$ cat src/core/adc_seq_pkg.sv
// Purpose: Shared constants and carrier types for the converter sequencer control.
// Assumes: One 125 MHz clock; analog levels arrive already digitised in millivolts.
// Notes: Timing counts come from the conversion and settle times at the clock rate.
package adc_seq_pkg;

  localparam int DATA_W = 12;
  localparam int CHAN_W = 4;
  localparam int SLOTS = 16;
  localparam int HALF_SLOTS = 8;
  localparam int MV_W = 12;

  localparam logic [DATA_W-1:0] CODE_ZERO = 12'h000;
  localparam logic [DATA_W-1:0] CODE_FULL = 12'hFFF;
  localparam logic [12:0] CODE_SCALE = 13'h1000;
  localparam logic [MV_W-1:0] FULL_RANGE_MV = 12'hBB8;

  localparam int CLK_MHZ = 125;
  localparam int CONV_TIME_NS = 80;
  // Longest conversion time, so the count rounds down
  localparam int CONV_CYCLES_INT = (CONV_TIME_NS * CLK_MHZ) / 1000;
  localparam logic [3:0] CONV_CYCLES = 4'(CONV_CYCLES_INT);
  localparam int SETTLE_TIME_US = 1000;
  localparam int SETTLE_CYCLES_INT = SETTLE_TIME_US * CLK_MHZ;

  localparam logic [3:0] PTR_FIRST = 4'h0;
  localparam logic [3:0] PTR_STEP = 4'h1;

  typedef enum logic [1:0] {
    ENG_IDLE = 2'h0,
    ENG_ACQ = 2'h1,
    ENG_CONV = 2'h3,
    ENG_DONE = 2'h2
  } eng_state_type;

  typedef struct packed {
    logic sw_start_a;
    logic sw_start_b;
    logic pwm_conversion_trigger_a;
    logic pwm_conversion_trigger_b;
    logic external_interrupt_two;
  } trigger_type;

  typedef struct packed {
    logic cascade;
    logic start_stop;
    logic ext_trigger_enable;
    logic every_other_a;
    logic every_other_b;
    logic [3:0] acq_prescale;
    logic [2:0] max_conv_a;
    logic [2:0] max_conv_b;
    logic [3:0] max_conv_casc;
    logic [1:0] ref_select;
  } seq_cfg_type;

endpackage : adc_seq_pkg

$ cat src/core/adc_sequencer_control.sv
// Purpose: Two 8-slot or one 16-slot autosequencer around a single converter.
// Assumes: All inputs synchronous to clk; software bits arrive as plain ports.
// Notes: Sequencer A has priority for the shared converter.
//
// Summary of operation
// - Code is clamped, scaled, truncated input level
// - Cascaded: up to sixteen slots, any channel each
// - Dual 8-slot or cascaded 16-slot sequencing
// - Dual mode: each sequencer uses own eight inputs
// - Each slot writes its own result register
// - Same channel may repeat across slots
// - One converter serves both sequencers in turn
// - Software, PWM or external line start sequences
// - PWM triggers A and B independent in dual
// - Interrupt every or every second sequence end
// - Start/stop mode: each trigger converts one slot
// - Acquisition window has its own prescale
// - Conversion phase 80 ns; one slot per 13 cycles at least
// - Registers on system clock, timing on fast clock
// - Module clock enable low after reset
// - Reset reaches defaults, analog stays powered down
// - Registers frozen until module clock enable set
// - Enable powers analog; software waits settle time
// - Halt powers analog down, registers intact
`timescale 1ns/100ps
`default_nettype none
module adc_sequencer_control
  import adc_seq_pkg::*;
#(
  parameter int SETTLE_CYCLES = SETTLE_CYCLES_INT
)
(
  input wire logic clk,
  input wire logic rstn,
  input wire logic clk_en,
  input wire logic converter_clock_enable,
  input wire logic halt,
  input wire logic fast_peripheral_clock_en,
  input wire seq_cfg_type cfg,
  input wire logic [SLOTS-1:0][CHAN_W-1:0] chan_sel,
  input wire trigger_type trig,
  input wire logic [MV_W-1:0] analog_input_pin_mv,
  input wire logic [MV_W-1:0] analog_low_reference_mv,
  output logic [CHAN_W-1:0] mux_channel_r,
  output logic sample_hold_r,
  output logic analog_power_up_r,
  output logic converter_ready_r,
  output logic [1:0] reference_select_r,
  output logic [SLOTS-1:0][DATA_W-1:0] results_r,
  output logic [1:0] sequence_done_r,
  output logic [1:0] seq_irq_r,
  output logic [1:0] seq_busy_r
);

  ////////////////////////////////////////////////////////////////////////////////
  // Clocking and power

  logic enable_r;
  logic reg_run;
  logic eng_run;
  logic [31:0] settle_cnt_r;

  // Register logic only advances with the module clock enabled
  assign reg_run = clk_en && enable_r;
  // Conversion timing also needs the fast clock, which halt stops
  assign eng_run = reg_run && !halt && fast_peripheral_clock_en;

  always_ff @(posedge clk) begin
    if (!rstn) begin
      enable_r <= 1'b0;
    end else if (clk_en) begin
      enable_r <= converter_clock_enable;
    end
  end

  always_ff @(posedge clk) begin
    if (!rstn) begin
      analog_power_up_r <= 1'b0;
      settle_cnt_r <= '0;
      converter_ready_r <= 1'b0;
    end else if (clk_en) begin
      analog_power_up_r <= enable_r && !halt;
      if (!(enable_r && !halt)) begin
        settle_cnt_r <= '0;
        converter_ready_r <= 1'b0;
      end else if (settle_cnt_r == 32'(SETTLE_CYCLES)) begin
        converter_ready_r <= 1'b1;
      end else begin
        settle_cnt_r <= settle_cnt_r + 32'h1;
      end
    end
  end

  always_ff @(posedge clk) begin
    if (!rstn) begin
      reference_select_r <= 2'h0;
    end else if (reg_run) begin
      reference_select_r <= cfg.ref_select;
    end
  end

  ////////////////////////////////////////////////////////////////////////////////
  // Sequencers

  eng_state_type st_r;
  logic owner_r;
  logic [3:0] slot_r;
  logic [3:0] ptr_r [2];
  logic [1:0] act_r;
  logic [1:0] pend_r;
  logic [1:0] odd_r;
  logic [1:0] hit;
  logic [1:0] last;
  logic [1:0] done_this;

  // The sequencer B PWM trigger goes to the single sequencer when cascaded; software start B is dropped
  always_comb begin
    hit[0] = trig.sw_start_a || trig.pwm_conversion_trigger_a
      || (cfg.cascade && trig.pwm_conversion_trigger_b)
      || (cfg.ext_trigger_enable && trig.external_interrupt_two);
    hit[1] = !cfg.cascade && (trig.sw_start_b || trig.pwm_conversion_trigger_b);
    last[0] = cfg.cascade ? (ptr_r[0] == cfg.max_conv_casc)
                          : (ptr_r[0][2:0] == cfg.max_conv_a);
    last[1] = ptr_r[1][2:0] == cfg.max_conv_b;
  end

  genvar s;
  generate
    for (s = 0; s < 2; s++) begin : g_seq
      assign done_this[s] = eng_run && (st_r == ENG_DONE) && (owner_r == 1'(s));

      always_ff @(posedge clk) begin
        if (!rstn) begin
          ptr_r[s] <= PTR_FIRST;
          act_r[s] <= 1'b0;
          pend_r[s] <= 1'b0;
        end else if (reg_run) begin
          if (done_this[s]) begin
            if (last[s]) begin
              ptr_r[s] <= PTR_FIRST;
              act_r[s] <= pend_r[s] || hit[s];
            end else begin
              ptr_r[s] <= ptr_r[s] + PTR_STEP;
              // Start/stop waits for the next trigger between slots
              act_r[s] <= !cfg.start_stop || pend_r[s] || hit[s];
            end
            pend_r[s] <= 1'b0;
          end else if (hit[s]) begin
            // A trigger during a run is pended; continuous mode drops it unless it comes in the last slot
            if (act_r[s]) begin
              pend_r[s] <= 1'b1;
            end else begin
              act_r[s] <= 1'b1;
            end
          end
        end
      end

      always_ff @(posedge clk) begin
        if (!rstn) begin
          sequence_done_r[s] <= 1'b0;
          seq_irq_r[s] <= 1'b0;
          odd_r[s] <= 1'b0;
        end else if (reg_run) begin
          sequence_done_r[s] <= done_this[s] && last[s];
          seq_irq_r[s] <= done_this[s] && last[s]
            && (!(s == 0 ? cfg.every_other_a : cfg.every_other_b) || odd_r[s]);
          if (done_this[s] && last[s]) begin
            odd_r[s] <= !odd_r[s];
          end
        end
      end

      always_ff @(posedge clk) begin
        if (!rstn) begin
          seq_busy_r[s] <= 1'b0;
        end else if (reg_run) begin
          seq_busy_r[s] <= act_r[s] || (ptr_r[s] != PTR_FIRST);
        end
      end
    end
  endgenerate

  ////////////////////////////////////////////////////////////////////////////////
  // Shared conversion engine

  logic grant_b;
  logic [3:0] grant_slot;
  logic [CHAN_W-1:0] grant_chan;
  logic [3:0] cnt_r;
  logic [DATA_W-1:0] code;
  logic [DATA_W-1:0] held_code_r;

  sample_encoder u_encoder (
    .input_mv(analog_input_pin_mv),
    .low_ref_mv(analog_low_reference_mv),
    .code(code)
  );

  // Fixed priority: A first, so one converter is never shared at once
  always_comb begin
    grant_b = !act_r[0];
    if (cfg.cascade) begin
      grant_slot = ptr_r[0];
      grant_chan = chan_sel[ptr_r[0]];
    end else begin
      grant_slot = {grant_b, ptr_r[grant_b][2:0]};
      grant_chan = {grant_b, chan_sel[grant_slot][2:0]};
    end
  end

  always_ff @(posedge clk) begin
    if (!rstn) begin
      st_r <= ENG_IDLE;
      owner_r <= 1'b0;
      slot_r <= PTR_FIRST;
      cnt_r <= 4'h0;
      mux_channel_r <= '0;
      sample_hold_r <= 1'b0;
      held_code_r <= CODE_ZERO;
    end else if (eng_run) begin
      unique case (st_r)
        ENG_IDLE: begin
          if (act_r[0] || (act_r[1] && !cfg.cascade)) begin
            owner_r <= grant_b;
            slot_r <= grant_slot;
            mux_channel_r <= grant_chan;
            sample_hold_r <= 1'b1;
            cnt_r <= cfg.acq_prescale;
            st_r <= ENG_ACQ;
          end
        end
        ENG_ACQ: begin
          // Window is prescale plus one fast-clock cycles
          if (cnt_r == 4'h0) begin
            sample_hold_r <= 1'b0;
            held_code_r <= code;
            cnt_r <= CONV_CYCLES - 4'h1;
            st_r <= ENG_CONV;
          end else begin
            cnt_r <= cnt_r - 4'h1;
          end
        end
        ENG_CONV: begin
          if (cnt_r == 4'h0) begin
            st_r <= ENG_DONE;
          end else begin
            cnt_r <= cnt_r - 4'h1;
          end
        end
        ENG_DONE: begin
          st_r <= ENG_IDLE;
        end
      endcase
    end
  end

  always_ff @(posedge clk) begin
    if (!rstn) begin
      results_r <= '0;
    end else if (eng_run && st_r == ENG_DONE) begin
      results_r[slot_r] <= held_code_r;
    end
  end

  ////////////////////////////////////////////////////////////////////////////////
  // Checks

  logic [3:0] conv_seen_r;

  always_ff @(posedge clk) begin
    if (!rstn) begin
      conv_seen_r <= 4'h0;
    end else if (st_r != ENG_CONV) begin
      conv_seen_r <= 4'h0;
    end else if (eng_run) begin
      conv_seen_r <= conv_seen_r + 4'h1;
    end
  end
endmodule : adc_sequencer_control
`default_nettype wire

$ cat src/core/sample_encoder.sv
// Purpose: Turns a sampled input level into a 12-bit code.
// Assumes: Levels in millivolts, scaled per 3 V above the low reference, full code at 3 V absolute.
// Notes: Pure combinational; the caller registers the result.
`timescale 1ns/100ps
`default_nettype none
module sample_encoder
  import adc_seq_pkg::*;
(
  input wire logic [MV_W-1:0] input_mv,
  input wire logic [MV_W-1:0] low_ref_mv,
  output logic [DATA_W-1:0] code
);

  logic [MV_W-1:0] diff;
  logic [24:0] scaled;

  always_comb begin
    diff = input_mv - low_ref_mv;
    scaled = (25'(diff) * 25'(CODE_SCALE)) / 25'(FULL_RANGE_MV);
    if (input_mv <= low_ref_mv) begin
      code = CODE_ZERO;
    end else if (input_mv >= FULL_RANGE_MV) begin
      code = CODE_FULL;
    end else begin
      // Fraction dropped by the integer divide
      code = scaled[DATA_W-1:0];
    end
  end

endmodule : sample_encoder
`default_nettype wire

$ cat config.mk
export PLATFORM = sky130hd
export DESIGN_NAME = adc_sequencer_control
export DESIGN_NICKNAME = d
export VERILOG_FILES = /design/src/core/adc_seq_pkg.sv /design/src/core/adc_sequencer_control.sv /design/src/core/sample_encoder.sv
export SDC_FILE = /design/constraint.sdc
export NUM_CORES = 1
export LEC_CHECK = 0
export BUFFER_PORTS_ARGS = -buffer_cell sky130_fd_sc_hd__buf_4
export CORE_ASPECT_RATIO = 0.8
export CORE_MARGIN = 2
export CORE_UTILIZATION = 45
export CTS_BUF_LIST = sky130_fd_sc_hd__clkbuf_2
export DETAILED_ROUTE_END_ITERATION = 8
export PLACE_DENSITY = 0.63
export SETUP_SLACK_MARGIN = 0.2
export SYNTH_ARGS = -nofsm -noshare
export SYNTH_HDL_FRONTEND = slang
export SYNTH_SLANG_ARGS = --single-unit
$ cat constraint.sdc
create_clock -name clk -period 19.9 [get_ports clk]
set_clock_uncertainty 0.15 [all_clocks]
set_input_delay 3.98 -clock clk [delete_from_list [all_inputs] [get_ports clk]]
set_output_delay 3.98 -clock clk [all_outputs]
set_load 0.02 [all_outputs]
==> metrics.sh <==
STATUS='finished, final reports clean'
MAX_FREQ_GHz=0.0537
POSTLAYOUTCOREUTIL_PCT=54.5
H-TREE-DEPTH=3
GRT.OVERFLOW.TOTAL=0
FINALSETUPVIOLATIONS=0
CP_SLOWEST_STAGE_DELAY_NS=0.55
SYNTHTOLAYOUTAREAGROWTH_PCT=19.3
ANTENNA_LEFT=0
TIMING.CRITICAL_PATH.FANOUT_MAX=10
HOLD_PATH.STARTPOINT='results_r[88]'
HOLD_VIO_CNT_FINAL=0
START_UTIL_PCT=45.7
CRIT_SLOWEST_CELL='sky130_fd_sc_hd__or3b_1'
CLK_LATENCY_NS=1.01
YOSYSMOSTFREQUENTCELL='sky130_fd_sc_hd__nand2_1'
SYNTH.NET_COUNT=2390
WORSTPATHREQUIRED_NS=20.64
CTSROOTBUFFERMASTER='sky130_fd_sc_hd__clkbuf_2'
SYNTH.TOP_CELL.AREA_SHARE_PCT=28.9
HOLD_CLASS='flop to flop'
SYNTHTOPCELLSBYCOUNT='331 x sky130_fd_sc_hd__nand2_1, 269 x sky130_fd_sc_hd__dfxtp_1, 141 x sky130_fd_sc_hd__nor2_1, 130 x sky130_fd_sc_hd__mux2i_1, 122 x sky130_fd_sc_hd__nor2b_1'
FINAL.PERIOD_UTILIZATION_PCT=93.6
GLOBALROUTETOTALUTIL_PCT=27.8
WORSTPATHARRIVAL_NS=19.37
DIE_HEIGHT_UM=186
TRITONCTS='done'
GRT_PASS1_WL_UM=94400
BUFFER_PORTS.INSERTED=326
SYNTH-SEQ-AREA-SHARE_PCT=30.2
CTS-BUFFERS-INSERTED=75
PATH_CLASS='input pin to flop'
NETLIST_AREA_MM2=0.0186
RSZ0062_AT_GRT='false'
SYNTH_EDF_COUNT=8
PLACEMENTROWS=66
WORST_SETUP_HOLD_PATH_CLK_SLEW_NS=0.12
MAXIMUM_NUMBER_OF_PINS_ON_ONE_NET_BEFORE_GLOBAL_ROUTE_REPAIR=129
DETAILED_PLACE_HPWL_UM=46800
POST_CTS_BUFFERS=0
CLOCK-SINKS=277
YS_TYPES=129
VIA_COUNT=18265
MINIMUM_CLOCK_PERIOD_AFTER_LAYOUT_NS=18.63
WORST_HOLD_PATH.NUM_CELLS=2
AVG_VIAS_PER_CELL=5.79
PATH_COMMON_CELL='sky130_fd_sc_hd__ha_1'
DIE-WIDTH_UM=232
ROUTABILITYCONGESTION=0.923
WORSTSETUPSTARTPOINTTYPE='input pin'
FINAL.SETUP.TNS_NS=0
CTS_HOLD_BUFFERS=0
POST_ROUTE_CELLS_DRIVE_ABOVE_1_SHARE_PCT=23.4
WHS_ENDPOINT='results_r[88]'
SYNTH.AVG_CELL_AREA_UM2=8.32
SYNTHTOPCELLSBYAREA='sky130_fd_sc_hd__dfxtp_1 29%, sky130_fd_sc_hd__mux2i_1 7.0%, sky130_fd_sc_hd__nand2_1 6.7%, sky130_fd_sc_hd__a21boi_0 4.5%, sky130_fd_sc_hd__nor2b_1 4.1%'
FILLER_CELL_COUNT=3934
WORST-R2R-SETUP-SLACK_NS=16.11
FP.DIEAREA_MM2=0.0431
TOTALWIRELENGTH_UM=62700
SYNTH_TOP_AREA_CELL='sky130_fd_sc_hd__dfxtp_1'
REG2REG_TO='results_r[65]'
WORSTREGTOREGCELLS=8
CTS_MAX_PATH_BUFFERS=3
CELLS_AFTER_SYNTH=2240
INITIAL_ANTENNA_VIOLATION_COUNT=2
FIN_NETS=2703
DETAILEDROUTE.FIRSTITERATIONVIOLATIONS=1592
CORE_AREA_MM2=0.0408
SYNTH_ASYNC_SR_FLOP_SHARE_PCT=0
DRV_SLEW=0
DRC=0
YS_DOMINANT_REG_CELL='sky130_fd_sc_hd__dfxtp_1'
CRITPATHCAPTURETYPE='flop'
DRT_PRE_ANTENNA_ITERS=5
YOSYS_WARNINGS=0
FIRST_GLOBAL_VIAS=16959
CRITICAL_PATH.REG2REG.STARTPOINT='enable_r'
POSTSYNTHREGISTERBITS=277
MAXCAPVIOLATIONS=0
NORMALIZED_MAX_SLEW_MARGIN_PCT=19.5
CTS.REPAIR.RESIZED=0
DESIGN.PORTCOUNT=327
TIGHTEST_SLEW_NS=1.20
DRT-WIRELENGTH-PER-CELL_UM=19.9
cell type report:
class	count	area [µm²]	share of cell area (%)
timing repair buffer	364	2730	12.3
clock inverter	25	148	0.664
multi-input combinational	1773	12300	55.2
sequential	277	5630	25.3
tap	544	681	3.06
clock buffer	106	531	2.39
antenna	5	12.5	0.0563
inverter	62	235	1.06
logic make-up after synthesis:
group | count (synthesis) | share of synthesized area (%)
AOI/OAI and AO/OA | 573 | 23.3
xor gates and xnor gates | 102 | 4.87
adders and majority gates | 30 | 2.05
buffers and inverters | 190 | 4.06
DFF | 277 | 30.2
muxes | 175 | 11.8
and+or+nand+nor | 893 | 23.8
sequential cells by signal (all words and copies together) (netlist names), 2 cells and up:
signal,cells
act_r,2
cnt_r,4
held_code_r,12
mux_channel_r,4
odd_r,2
pend_r,2
ptr_r,8
reference_select_r,2
results_r,192
seq_busy_r,2
seq_irq_r,2
sequence_done_r,2
settle_cnt_r,32
slot_r,4
st_r,2
per-layer routing:
layer,share of wire (%),track usage [%],vias to the layer above
met1,45,38.0,8652
met3,7.4,6.65,129
met5,0,0,-
met2,44,42.4,696
li1,-,-,8788
met4,3.4,10.7,0
worst max-delay path, delay by kind of cell:
| kind | cells | cell delay, ns |
|---|---|---|
| adders and majority gates | 6 | 1.99 |
| AOI/OAI and AO/OA | 22 | 5.77 |
| xor gates and xnor gates | 4 | 1.06 |
| and+or+nand+nor | 21 | 5.49 |
| buffers and inverters | 7 | 1.05 |
metrics by stage:
stage	area [µm²]	setup WS, ns	hold WS [ns]	std cells
after floorplan	18600	2.48	0.287	2240
after global placement	21600	0.962	0.301	3020
after detailed placement	21600	0.553	0.306	3020
after CTS	22200	1.64	0.324	3151
after global routing	22200	0.279	0.341	3154
final	22200	1.27	0.319	3156
cell usage in the layout (no fill, tap or decap), drive strengths merged, types with 22 or more instances in the layout:
cell	synthesis	final
nand4	28	28
nor2	143	143
o21ai	101	101
ha	29	29
xor2	45	45
o211ai	23	23
clkbuf	100	106
nand3	58	58
nor2b	122	122
mux4	33	33
and3	22	22
dfxtp	269	269
mux2i	130	130
and2	31	31
xnor2	57	57
a21oi	85	85
clkinv	1	23
a211oi	22	22
buf	28	364
inv	61	62
a21boi	116	116
nor4	25	25
nor3	44	44
nand2	332	332
worst max path at each step:
stage	startpoint	end	slack [ns]
detailed placement	analog_input_pin_mv[0]	held_code_r[0]	0.55
floorplan	analog_input_pin_mv[0]	held_code_r[0]	2.48
global placement	analog_input_pin_mv[0]	held_code_r[0]	0.96
CTS	analog_input_pin_mv[0]	held_code_r[0]	1.64
global route	analog_input_pin_mv[0]	held_code_r[0]	0.28
finish	analog_input_pin_mv[0]	held_code_r[0]	1.27
Power is not shown: default switching activity piles up to over one toggle a cycle in this logic, so the estimate is an artifact.
